$ cat src/design/spm_defs.vh
`ifndef SPM_DEFS_VH
`define SPM_DEFS_VH

// global power mode field encodings
`define SPM_MODE_W          2
`define SPM_MODE_NORMAL     2'h0
`define SPM_MODE_ENERGY     2'h1
`define SPM_MODE_SOFT_PD    2'h2
`define SPM_MODE_SAVING     2'h3
`define SPM_MODE_RST_VAL    2'h0

// port count and sleep delay field width
`define SPM_NUM_PORTS       5
`define SPM_SLEEP_W         8

// reference clock period and derived timing
`define SPM_CLK_PERIOD_NS   5
`define SPM_SLEEP_TICK_NS   1000000
`define SPM_SLEEP_TICK_CYC  (`SPM_SLEEP_TICK_NS / `SPM_CLK_PERIOD_NS)
`define SPM_INT_RST_NS      80
`define SPM_INT_RST_CYC     ((`SPM_INT_RST_NS + `SPM_CLK_PERIOD_NS - 1) / `SPM_CLK_PERIOD_NS)

`endif

$ cat src/design/spm_sync3.v
`timescale 1ns/1ps

module spm_sync3
#(
   parameter WIDTH   = 1,
   parameter RST_VAL = 1'b0
)
(
   // clock and reset
   input  wire             i_clk,
   input  wire             i_srst,
   // asynchronous pins in, filtered levels out
   input  wire [WIDTH-1:0] i_async,
   output wire [WIDTH-1:0] o_sync
);

   genvar g;
   generate
      for (g = 0; g < WIDTH; g = g + 1)
      begin : g_bit
         reg ff1_r;
         reg ff2_r;
         reg ff3_r;
         reg out_r;
         // ff1 feeds ff2 only; the level moves once ff2 and ff3 agree
         always @(posedge i_clk)
         begin
            if (i_srst)
            begin
               ff1_r <= RST_VAL;
               ff2_r <= RST_VAL;
               ff3_r <= RST_VAL;
               out_r <= RST_VAL;
            end
            else
            begin
               ff1_r <= i_async[g];
               ff2_r <= ff1_r;
               ff3_r <= ff2_r;
               if (ff2_r == ff3_r)
               begin
                  out_r <= ff3_r;
               end
            end
         end
         assign o_sync[g] = out_r;
      end
   endgenerate

endmodule // spm_sync3

$ cat src/design/spm_power_ctrl.v
// Behaviour
// - power-down pin low turns everything off
// - pin release triggers internal reset first
// - two-bit mode: normal, energy, soft-down, saving
// - per-port bit powers down that PHY
// - each mode gates PLL, PHY, MAC, host
// - reset leaves normal mode, all but energy detect enabled
// - host access wakes soft-down with reset
// - energy mode sleeps after idle delay
`timescale 1ns/1ps
`include "spm_defs.vh"

module spm_power_ctrl
#(
   parameter NUM_PORTS      = `SPM_NUM_PORTS,
   parameter SLEEP_TICK_CYC = `SPM_SLEEP_TICK_CYC,
   parameter INT_RST_CYC    = `SPM_INT_RST_CYC
)
(
   // clock and reset
   input  wire                   I_REF_CLK,
   input  wire                   I_SRST,
   // pins
   input  wire                   I_CHIP_POWER_DOWN_N,
   input  wire [NUM_PORTS-1:0]   I_CABLE_ENERGY,
   // control fields from the register side
   input  wire                   I_MODE_WR,
   input  wire [1:0]             I_MODE_WDATA,
   input  wire [NUM_PORTS-1:0]   I_PORT_PD,
   input  wire [7:0]             I_SLEEP_DELAY,
   input  wire                   I_HOST_ACCESS,
   // gating outputs
   output reg                    O_PLL_CLK_EN,
   output reg                    O_MAC_EN,
   output reg                    O_HOST_EN,
   output reg  [NUM_PORTS-1:0]   O_PHY_TX_EN,
   output reg  [NUM_PORTS-1:0]   O_PHY_RX_EN,
   output reg  [NUM_PORTS-1:0]   O_RX_ENERGY_DET_EN,
   // status
   output reg  [1:0]             O_PWR_MODE,
   output reg                    O_INT_RST,
   output reg                    O_LOW_POWER
);

   localparam [2:0] ST_RUN   = 3'h1;
   localparam [2:0] ST_HWPD  = 3'h2;
   localparam [2:0] ST_RESET = 3'h4;

   localparam [31:0] TICK_MAX = SLEEP_TICK_CYC - 1;
   // cut on purpose: the reset stretch never needs more than 16 bits
   localparam integer RST_LAST = INT_RST_CYC - 1;
   localparam [15:0]  RST_MAX  = RST_LAST[15:0];

   wire                 chip_power_down_n;
   wire [NUM_PORTS-1:0] energy;

   reg  [2:0]           state_r;
   reg  [2:0]           state_nxt;
   reg  [1:0]           mode_r;
   reg  [1:0]           mode_nxt;
   reg  [15:0]          rst_cnt_r;
   reg  [15:0]          rst_cnt_nxt;
   reg  [31:0]          tick_cnt_r;
   reg  [31:0]          tick_cnt_nxt;
   reg  [8:0]           idle_cnt_r;
   reg  [8:0]           idle_cnt_nxt;
   reg                  sleep_r;
   reg                  sleep_nxt;

   reg                  pll_nxt;
   reg                  mac_nxt;
   reg                  host_nxt;
   reg  [NUM_PORTS-1:0] tx_nxt;
   reg  [NUM_PORTS-1:0] rx_nxt;
   reg  [NUM_PORTS-1:0] edet_nxt;
   reg                  int_rst_nxt;

   wire                 any_energy = |energy;

   // pin idles high so the chip is not held down while the filter fills
   spm_sync3
   #(
      .WIDTH   (1),
      .RST_VAL (1'b1)
   )
   u_pd_sync
   (
      .i_clk   (I_REF_CLK),
      .i_srst  (I_SRST),
      .i_async (I_CHIP_POWER_DOWN_N),
      .o_sync  (chip_power_down_n)
   );

   spm_sync3
   #(
      .WIDTH   (NUM_PORTS),
      .RST_VAL (1'b0)
   )
   u_energy_sync
   (
      .i_clk   (I_REF_CLK),
      .i_srst  (I_SRST),
      .i_async (I_CABLE_ENERGY),
      .o_sync  (energy)
   );

   // sequencing and mode register
   always @*
   begin
      state_nxt    = state_r;
      mode_nxt     = mode_r;
      rst_cnt_nxt  = rst_cnt_r;
      tick_cnt_nxt = tick_cnt_r;
      idle_cnt_nxt = idle_cnt_r;
      sleep_nxt    = sleep_r;
      case (state_r)
         ST_RUN:
         begin
            if (mode_r == `SPM_MODE_SOFT_PD)
            begin
               if (I_HOST_ACCESS)
               begin
                  state_nxt   = ST_RESET;
                  mode_nxt    = `SPM_MODE_RST_VAL;
                  rst_cnt_nxt = 16'h0000;
               end
            end
            else if (I_MODE_WR && (mode_r == `SPM_MODE_NORMAL || mode_r == `SPM_MODE_SAVING))
            begin
               // host side is off in energy mode, so writes only land here
               mode_nxt = I_MODE_WDATA;
            end
         end
         ST_HWPD:
         begin
            if (chip_power_down_n)
            begin
               state_nxt   = ST_RESET;
               mode_nxt    = `SPM_MODE_RST_VAL;
               rst_cnt_nxt = 16'h0000;
            end
         end
         ST_RESET:
         begin
            mode_nxt = `SPM_MODE_RST_VAL;
            if (rst_cnt_r == RST_MAX)
            begin
               state_nxt = ST_RUN;
            end
            else
            begin
               rst_cnt_nxt = rst_cnt_r + 16'h0001;
            end
         end
         default:
         begin
            state_nxt = ST_RESET;
         end
      endcase
      if (!chip_power_down_n)
      begin
         state_nxt = ST_HWPD;
      end

      // idle timer counts sleep-delay ticks while no port sees energy
      if (state_r != ST_RUN || mode_r != `SPM_MODE_ENERGY || any_energy)
      begin
         tick_cnt_nxt = 32'h0000_0000;
         idle_cnt_nxt = 9'h000;
         sleep_nxt    = 1'b0;
      end
      else if (!sleep_r)
      begin
         if (tick_cnt_r == TICK_MAX)
         begin
            tick_cnt_nxt = 32'h0000_0000;
            idle_cnt_nxt = idle_cnt_r + 9'h001;
         end
         else
         begin
            tick_cnt_nxt = tick_cnt_r + 32'h0000_0001;
         end
         // strictly longer than the programmed delay
         if (idle_cnt_r > {1'b0, I_SLEEP_DELAY})
         begin
            sleep_nxt = 1'b1;
         end
      end
   end

   // block gating from state and mode
   always @*
   begin
      pll_nxt     = 1'b0;
      mac_nxt     = 1'b0;
      host_nxt    = 1'b0;
      tx_nxt      = {NUM_PORTS{1'b0}};
      rx_nxt      = {NUM_PORTS{1'b0}};
      edet_nxt    = {NUM_PORTS{1'b0}};
      int_rst_nxt = (state_nxt == ST_RESET);
      if (state_nxt == ST_RUN)
      begin
         case (mode_nxt)
            `SPM_MODE_NORMAL:
            begin
               pll_nxt  = 1'b1;
               mac_nxt  = 1'b1;
               host_nxt = 1'b1;
               tx_nxt   = ~I_PORT_PD;
               rx_nxt   = ~I_PORT_PD;
            end
            `SPM_MODE_SAVING:
            begin
               pll_nxt  = 1'b1;
               mac_nxt  = 1'b1;
               host_nxt = 1'b1;
               tx_nxt   = ~I_PORT_PD;
               // receiver of an idle cable is the unused part
               rx_nxt   = ~I_PORT_PD & energy;
            end
            `SPM_MODE_ENERGY:
            begin
               edet_nxt = ~I_PORT_PD;
               if (!sleep_nxt)
               begin
                  tx_nxt = ~I_PORT_PD;
                  rx_nxt = ~I_PORT_PD;
               end
            end
            default:
            begin
               pll_nxt = 1'b0;
            end
         endcase
      end
   end

   always @(posedge I_REF_CLK)
   begin
      if (I_SRST)
      begin
         state_r            <= ST_RUN;
         mode_r             <= `SPM_MODE_RST_VAL;
         rst_cnt_r          <= 16'h0000;
         tick_cnt_r         <= 32'h0000_0000;
         idle_cnt_r         <= 9'h000;
         sleep_r            <= 1'b0;
         O_PLL_CLK_EN       <= 1'b1;
         O_MAC_EN           <= 1'b1;
         O_HOST_EN          <= 1'b1;
         O_PHY_TX_EN        <= {NUM_PORTS{1'b1}};
         O_PHY_RX_EN        <= {NUM_PORTS{1'b1}};
         O_RX_ENERGY_DET_EN <= {NUM_PORTS{1'b0}};
         O_PWR_MODE         <= `SPM_MODE_RST_VAL;
         O_INT_RST          <= 1'b0;
         O_LOW_POWER        <= 1'b0;
      end
      else
      begin
         state_r            <= state_nxt;
         mode_r             <= mode_nxt;
         rst_cnt_r          <= rst_cnt_nxt;
         tick_cnt_r         <= tick_cnt_nxt;
         idle_cnt_r         <= idle_cnt_nxt;
         sleep_r            <= sleep_nxt;
         O_PLL_CLK_EN       <= pll_nxt;
         O_MAC_EN           <= mac_nxt;
         O_HOST_EN          <= host_nxt;
         O_PHY_TX_EN        <= tx_nxt;
         O_PHY_RX_EN        <= rx_nxt;
         O_RX_ENERGY_DET_EN <= edet_nxt;
         O_PWR_MODE         <= mode_nxt;
         O_INT_RST          <= int_rst_nxt;
         O_LOW_POWER        <= sleep_nxt;
      end
   end

endmodule // spm_power_ctrl

$ cat config.mk
export PLATFORM = sky130hd
export DESIGN_NAME = spm_power_ctrl
export DESIGN_NICKNAME = d
export VERILOG_FILES = /design/src/design/spm_sync3.v /design/src/design/spm_power_ctrl.v
export VERILOG_INCLUDE_DIRS = /design/src /design/src/design
export SDC_FILE = /design/constraint.sdc
export NUM_CORES = 1
export LEC_CHECK = 0
export ABC_CLOCK_PERIOD_IN_PS = 2400
export BUFFER_PORTS_ARGS = -buffer_cell sky130_fd_sc_hd__buf_2
export CORE_MARGIN = 4
export CORE_UTILIZATION = 53
export CTS_CLUSTER_SIZE = 10
export DETAILED_ROUTE_END_ITERATION = 8
export PLACE_DENSITY = 0.77
export SLEW_MARGIN = 10
export SYNTH_ARGS = -nofsm -noshare
export SYNTH_HDL_FRONTEND = slang
export SYNTH_SLANG_ARGS = --single-unit
export TNS_END_PERCENT = 30
$ cat constraint.sdc
create_clock -name I_REF_CLK -period 2.4 [get_ports I_REF_CLK]
set_clock_uncertainty 0.15 [all_clocks]
set_input_delay 0.48 -clock I_REF_CLK [delete_from_list [all_inputs] [get_ports I_REF_CLK]]
set_output_delay 0.48 -clock I_REF_CLK [all_outputs]
set_load 0.05 [all_outputs]
==> metrics.md <==
| Metric | Value |
|---|---|
| Status | finished with violations |
| Violated checks | negative setup slack |
| Adder-Cell Fraction of Synth Area | 0.0470 |
| RSZ-0062 raised after global routing | yes |
| Share of cells above drive strength 1 | 0.228 |
| Delay-heaviest family, CP | simple AND/OR/NAND/NOR gates |
| Die area | 10,100 um^2 |
| Wire per inst | ~14 um |
| CP Class | reg2reg |
| Synth-to-layout area growth | 19.1% |
| Switch share | 0.277 |
| Post-Synth XOR/XNOR Area | 0.0967 |
| Die height | approximately 100 um |
| Startpoint Class | flop |
| Flop-to-flop setup slack | -0.08 ns |
| Std cell rows | 33 |
| P_int | 2.50 mW |
| Post-synthesis simple-gate area fraction | 0.278 |
| R2R cell count | 12 |
| Crit. path cell count | 12 |
| Routability cong. | between 0.8 and 0.9 |
| Reg2reg end | O_PHY_TX_EN[3] |
| Cells along the critical path | inv_4 -> ha_4 -> nand2_4 -> nor2_4 -> o22ai_4 -> a22oi_2 -> inv_2 -> ha_4 -> or4b_4 -> a21oi_4 -> a31oi_4 -> o21bai_1 |
| Max stage delay on crit path | between 0.5 and 0.6 ns |
| Final wirelength | 9510 um |
| Largest buffer count on any clock path | 2 |
| Post-Place Cell Area | 5080 um^2 |
| Final Hold Viols | 0 |
| Average cell area after synthesis | 9.02 um^2 |
| H-Tree Depth | 3 |
| Core area | 8260 um^2 |
| Hold_buf cts | 0 |
| Post-route cell area | 5390 um^2 |
| Seq/Total Area, Yosys | 0.460 |
| Slowest-stage cell, CP | or4b_4 |
| FF-to-FF Start | mode_r[0] |
| Slew HR | 0.650 |
| Synth Flop Type | dfxtp_1 |
| Synth Area in Compound Gates | 0.0796 |
| Post-CTS setup buffer count | 0 |
| Residual DRC count | 0 |
| Number of synthesized flops with an enable pin | 0 |
| Finish-stage setup viols | 10 |
| Net switching power | 0.958 mW |
| Synth Cell Area | between 4000 and 5000 um^2 |
| Initial drt markers | 139 |
| Crit path buf inv count | 2 |
| Top-level I/O count | 47 |
| Maxcap violations | 0 |
| Max-slew violations | 0 |
| Async S/R FF share, synth | 0 |
| CP endpoint | O_PHY_TX_EN[3] |
| Post-Syn Instances | between 500 and 600 |
| Remaining antenna violation count | 0 |
| P per Cell Area | 642 nW/um^2 |
| Final WS setup | -0.0783 ns |
| ANT cells | 0 |
| Drt via density | 5.39 |
| Sequential power share | 0.525 |
| Clk slew on worst S/H paths | 0.09 ns |
| Fill cells | between 600 and 700 |
| Via Count | around 3,700 |
| Dpl cells | 668 |
| Class of the worst hold path | in2reg |
| Die W | 100 um |
| Starting Density | 0.548 |
| Pin count of the biggest net entering global routing | 45 |
| First-pass GRT wire length | 15,800 um |
| Worst skew pair latency | between 0.3 and 0.4 ns |
| CTS tree | built |
| LEAKAGE | 2.12 nW |
| CTS root buffer | clkbuf_8 |
| Fin crit period | 2.48 ns |
| Data required time of the critical path | approximately 2.5 ns |
| DR pass1 iterations | 4 |
| Worst setup EP type | flop |
| Fin cells | 683 |
| Fmax | 404 MHz |
| Clk pwr share | 0.311 |
| Peak supply drop | 393 uV |
| Synth Net Count | 544 |
| Total GRT Usage | 0.194 |
| Port Buffers | 46 |
| Yosys cell types | 53 |
| TritonCTS buffer count | 9 |
| Antenna violations before repair | 1 |
| Grt ovf | 0 |
| Mux contribution to synthesized area | 0.00663 |
| Pre-CTS WS | -0.255 ns |
| Critical path data arrival time | 2.62 ns |
| Clock tree sinks | about 100 |
| Vias in the first global route | 3,380 |
| Crit. Startpoint | mode_r[0] |
| Comb pwr share | 0.164 |
| Worst-margin pin slew | 0.525 ns |
| Crit path max fanout | 7 |
| #FFs+latches synth | 104 |
| CP dominant cell by count | ha_4 |
| Synth Warn # | 0 |
| Main combinational cell family by area after synthesis | simple AND/OR/NAND/NOR gates |
| Fin crit share | 1.03 |
| Sum of net half-perimeters after detailed placement | 6770 um |
| Hold_ws | about 0.15 ns |
| Nets | 616 |
synth_stat cells, types with 4 or more instances:
cell      instances  share of area
a21oi_1          31          0.034
and4_1            4         0.0077
clkbuf_1          9         0.0075
dfxtp_1         104           0.46
ha_1             17          0.047
inv_1            20          0.017
nand2_1          32          0.027
nand3_1          15          0.017
nand4_1          23          0.032
nor2_1           78          0.065
nor2b_1          16          0.022
nor3_1           11          0.012
nor4_1           11          0.015
o21ai_0          10          0.011
o21bai_1          6         0.0099
or2_2             6         0.0083
or3_1             7         0.0097
xnor2_1          19          0.037
xor2_1           31          0.060
state kept, by name, summed over array words and instances, names as in the netlist, 5 cells and up:
register	cells
u_energy_sync.g_bit.ff1_r	5
rst_cnt_r	16
O_PHY_RX_EN	5
u_energy_sync.g_bit.out_r	5
u_energy_sync.g_bit.ff2_r	5
u_energy_sync.g_bit.ff3_r	5
tick_cnt_r	32
O_RX_ENERGY_DET_EN	5
idle_cnt_r	9
O_PHY_TX_EN	5
metrics by stage:
| stage | total power [mW] | util | setup TNS [ns] |
|---|---|---|---|
| 2_1_floorplan | 2.20 | - | -1.62 |
| 3_3_place_gp | 2.34 | 0.616 | -0.823 |
| 3_5_place_dp | 2.36 | 0.616 | -2.04 |
| 4_1_cts | 3.47 | 0.647 | -0.788 |
| 5_1_grt | 3.61 | 0.653 | -1.91 |
| 6_report | 3.46 | 0.653 | -0.523 |
cells by family (layout without fill, tap and decap cells):
| kind of cell | count (synthesis) | in the layout |
|---|---|---|
| buffers and inverters | 35 | 111 |
| adders and majority gates | 17 | 17 |
| and+or+nand+nor | 232 | 232 |
| AOI/OAI and AO/OA | 61 | 61 |
| DFF | 104 | 104 |
| xor gates and xnor gates | 50 | 50 |
| muxes | 3 | 3 |
area by class of cell:
cell class	count	area [um^2]	share of cell area
Clock inverter	4	52.6	0.00975
Inverter	20	77.6	0.0144
Sequential cell	104	2090	0.388
Tap cell	105	131	0.0244
Multi-Input combinational cell	363	2420	0.450
Timing Repair Buffer	76	472	0.0875
Clock buffer	11	141	0.0262
routing by layer:
layer	wire, um	GRT usage	vias up
li1	-	-	1873
met1	4270	0.245	1694
met2	4540	0.321	92
met3	547	0.0577	17
met4	149	0.0560	2
met5	7	0	-
power by group through the flow:
stage / clock network (mW) / registers [mW] / logic (mW)
after CTS: 1.11 / 1.81 / 0.539
after global placement: 0 / 1.85 / 0.494
after floorplan: 0 / 1.96 / 0.232
final: 1.08 / 1.82 / 0.568
after detailed placement: 0 / 1.85 / 0.504
after global routing: 1.18 / 1.82 / 0.611
worst min-delay path by stage:
| stage | end | slack [ns] | cells past startpoint | start |
|---|---|---|---|---|
| floorplan | u_pd_sync.g_bit[0].ff2_r | 0.24 | 1 | u_pd_sync.g_bit[0].ff1_r |
| global placement | u_energy_sync.g_bit[4].ff2_r | 0.27 | 1 | u_energy_sync.g_bit[4].ff1_r |
| detailed placement | u_energy_sync.g_bit[4].ff2_r | 0.28 | 1 | u_energy_sync.g_bit[4].ff1_r |
| CTS | u_pd_sync.g_bit[0].ff1_r | 0.13 | 2 | I_CHIP_POWER_DOWN_N |
| global route | u_pd_sync.g_bit[0].ff1_r | 0.14 | 2 | I_CHIP_POWER_DOWN_N |
| finish | u_pd_sync.g_bit[0].ff1_r | 0.15 | 2 | I_CHIP_POWER_DOWN_N |
repair_timing:
item | 4_1_cts | 5_1_grt
setup endpoints to repair | 10 | 18
pin swaps | 8 | 10
gates resized for setup | 10 | 12
gates cloned | 0 | 0
cell usage in the layout, fill, tap and decap left out, types with 18 or more instances in the layout:
| cell type | count |
|---|---|
| inv_1 | 18 |
| nand4_1 | 23 |
| dfxtp_1 | 100 |
| buf_4 | 28 |
| xor2_1 | 31 |
| a21oi_1 | 30 |
| nand2_1 | 30 |
| xnor2_1 | 19 |
| buf_2 | 46 |
| nor2_1 | 76 |
Note: power is estimated with default switching activity, not from simulation.
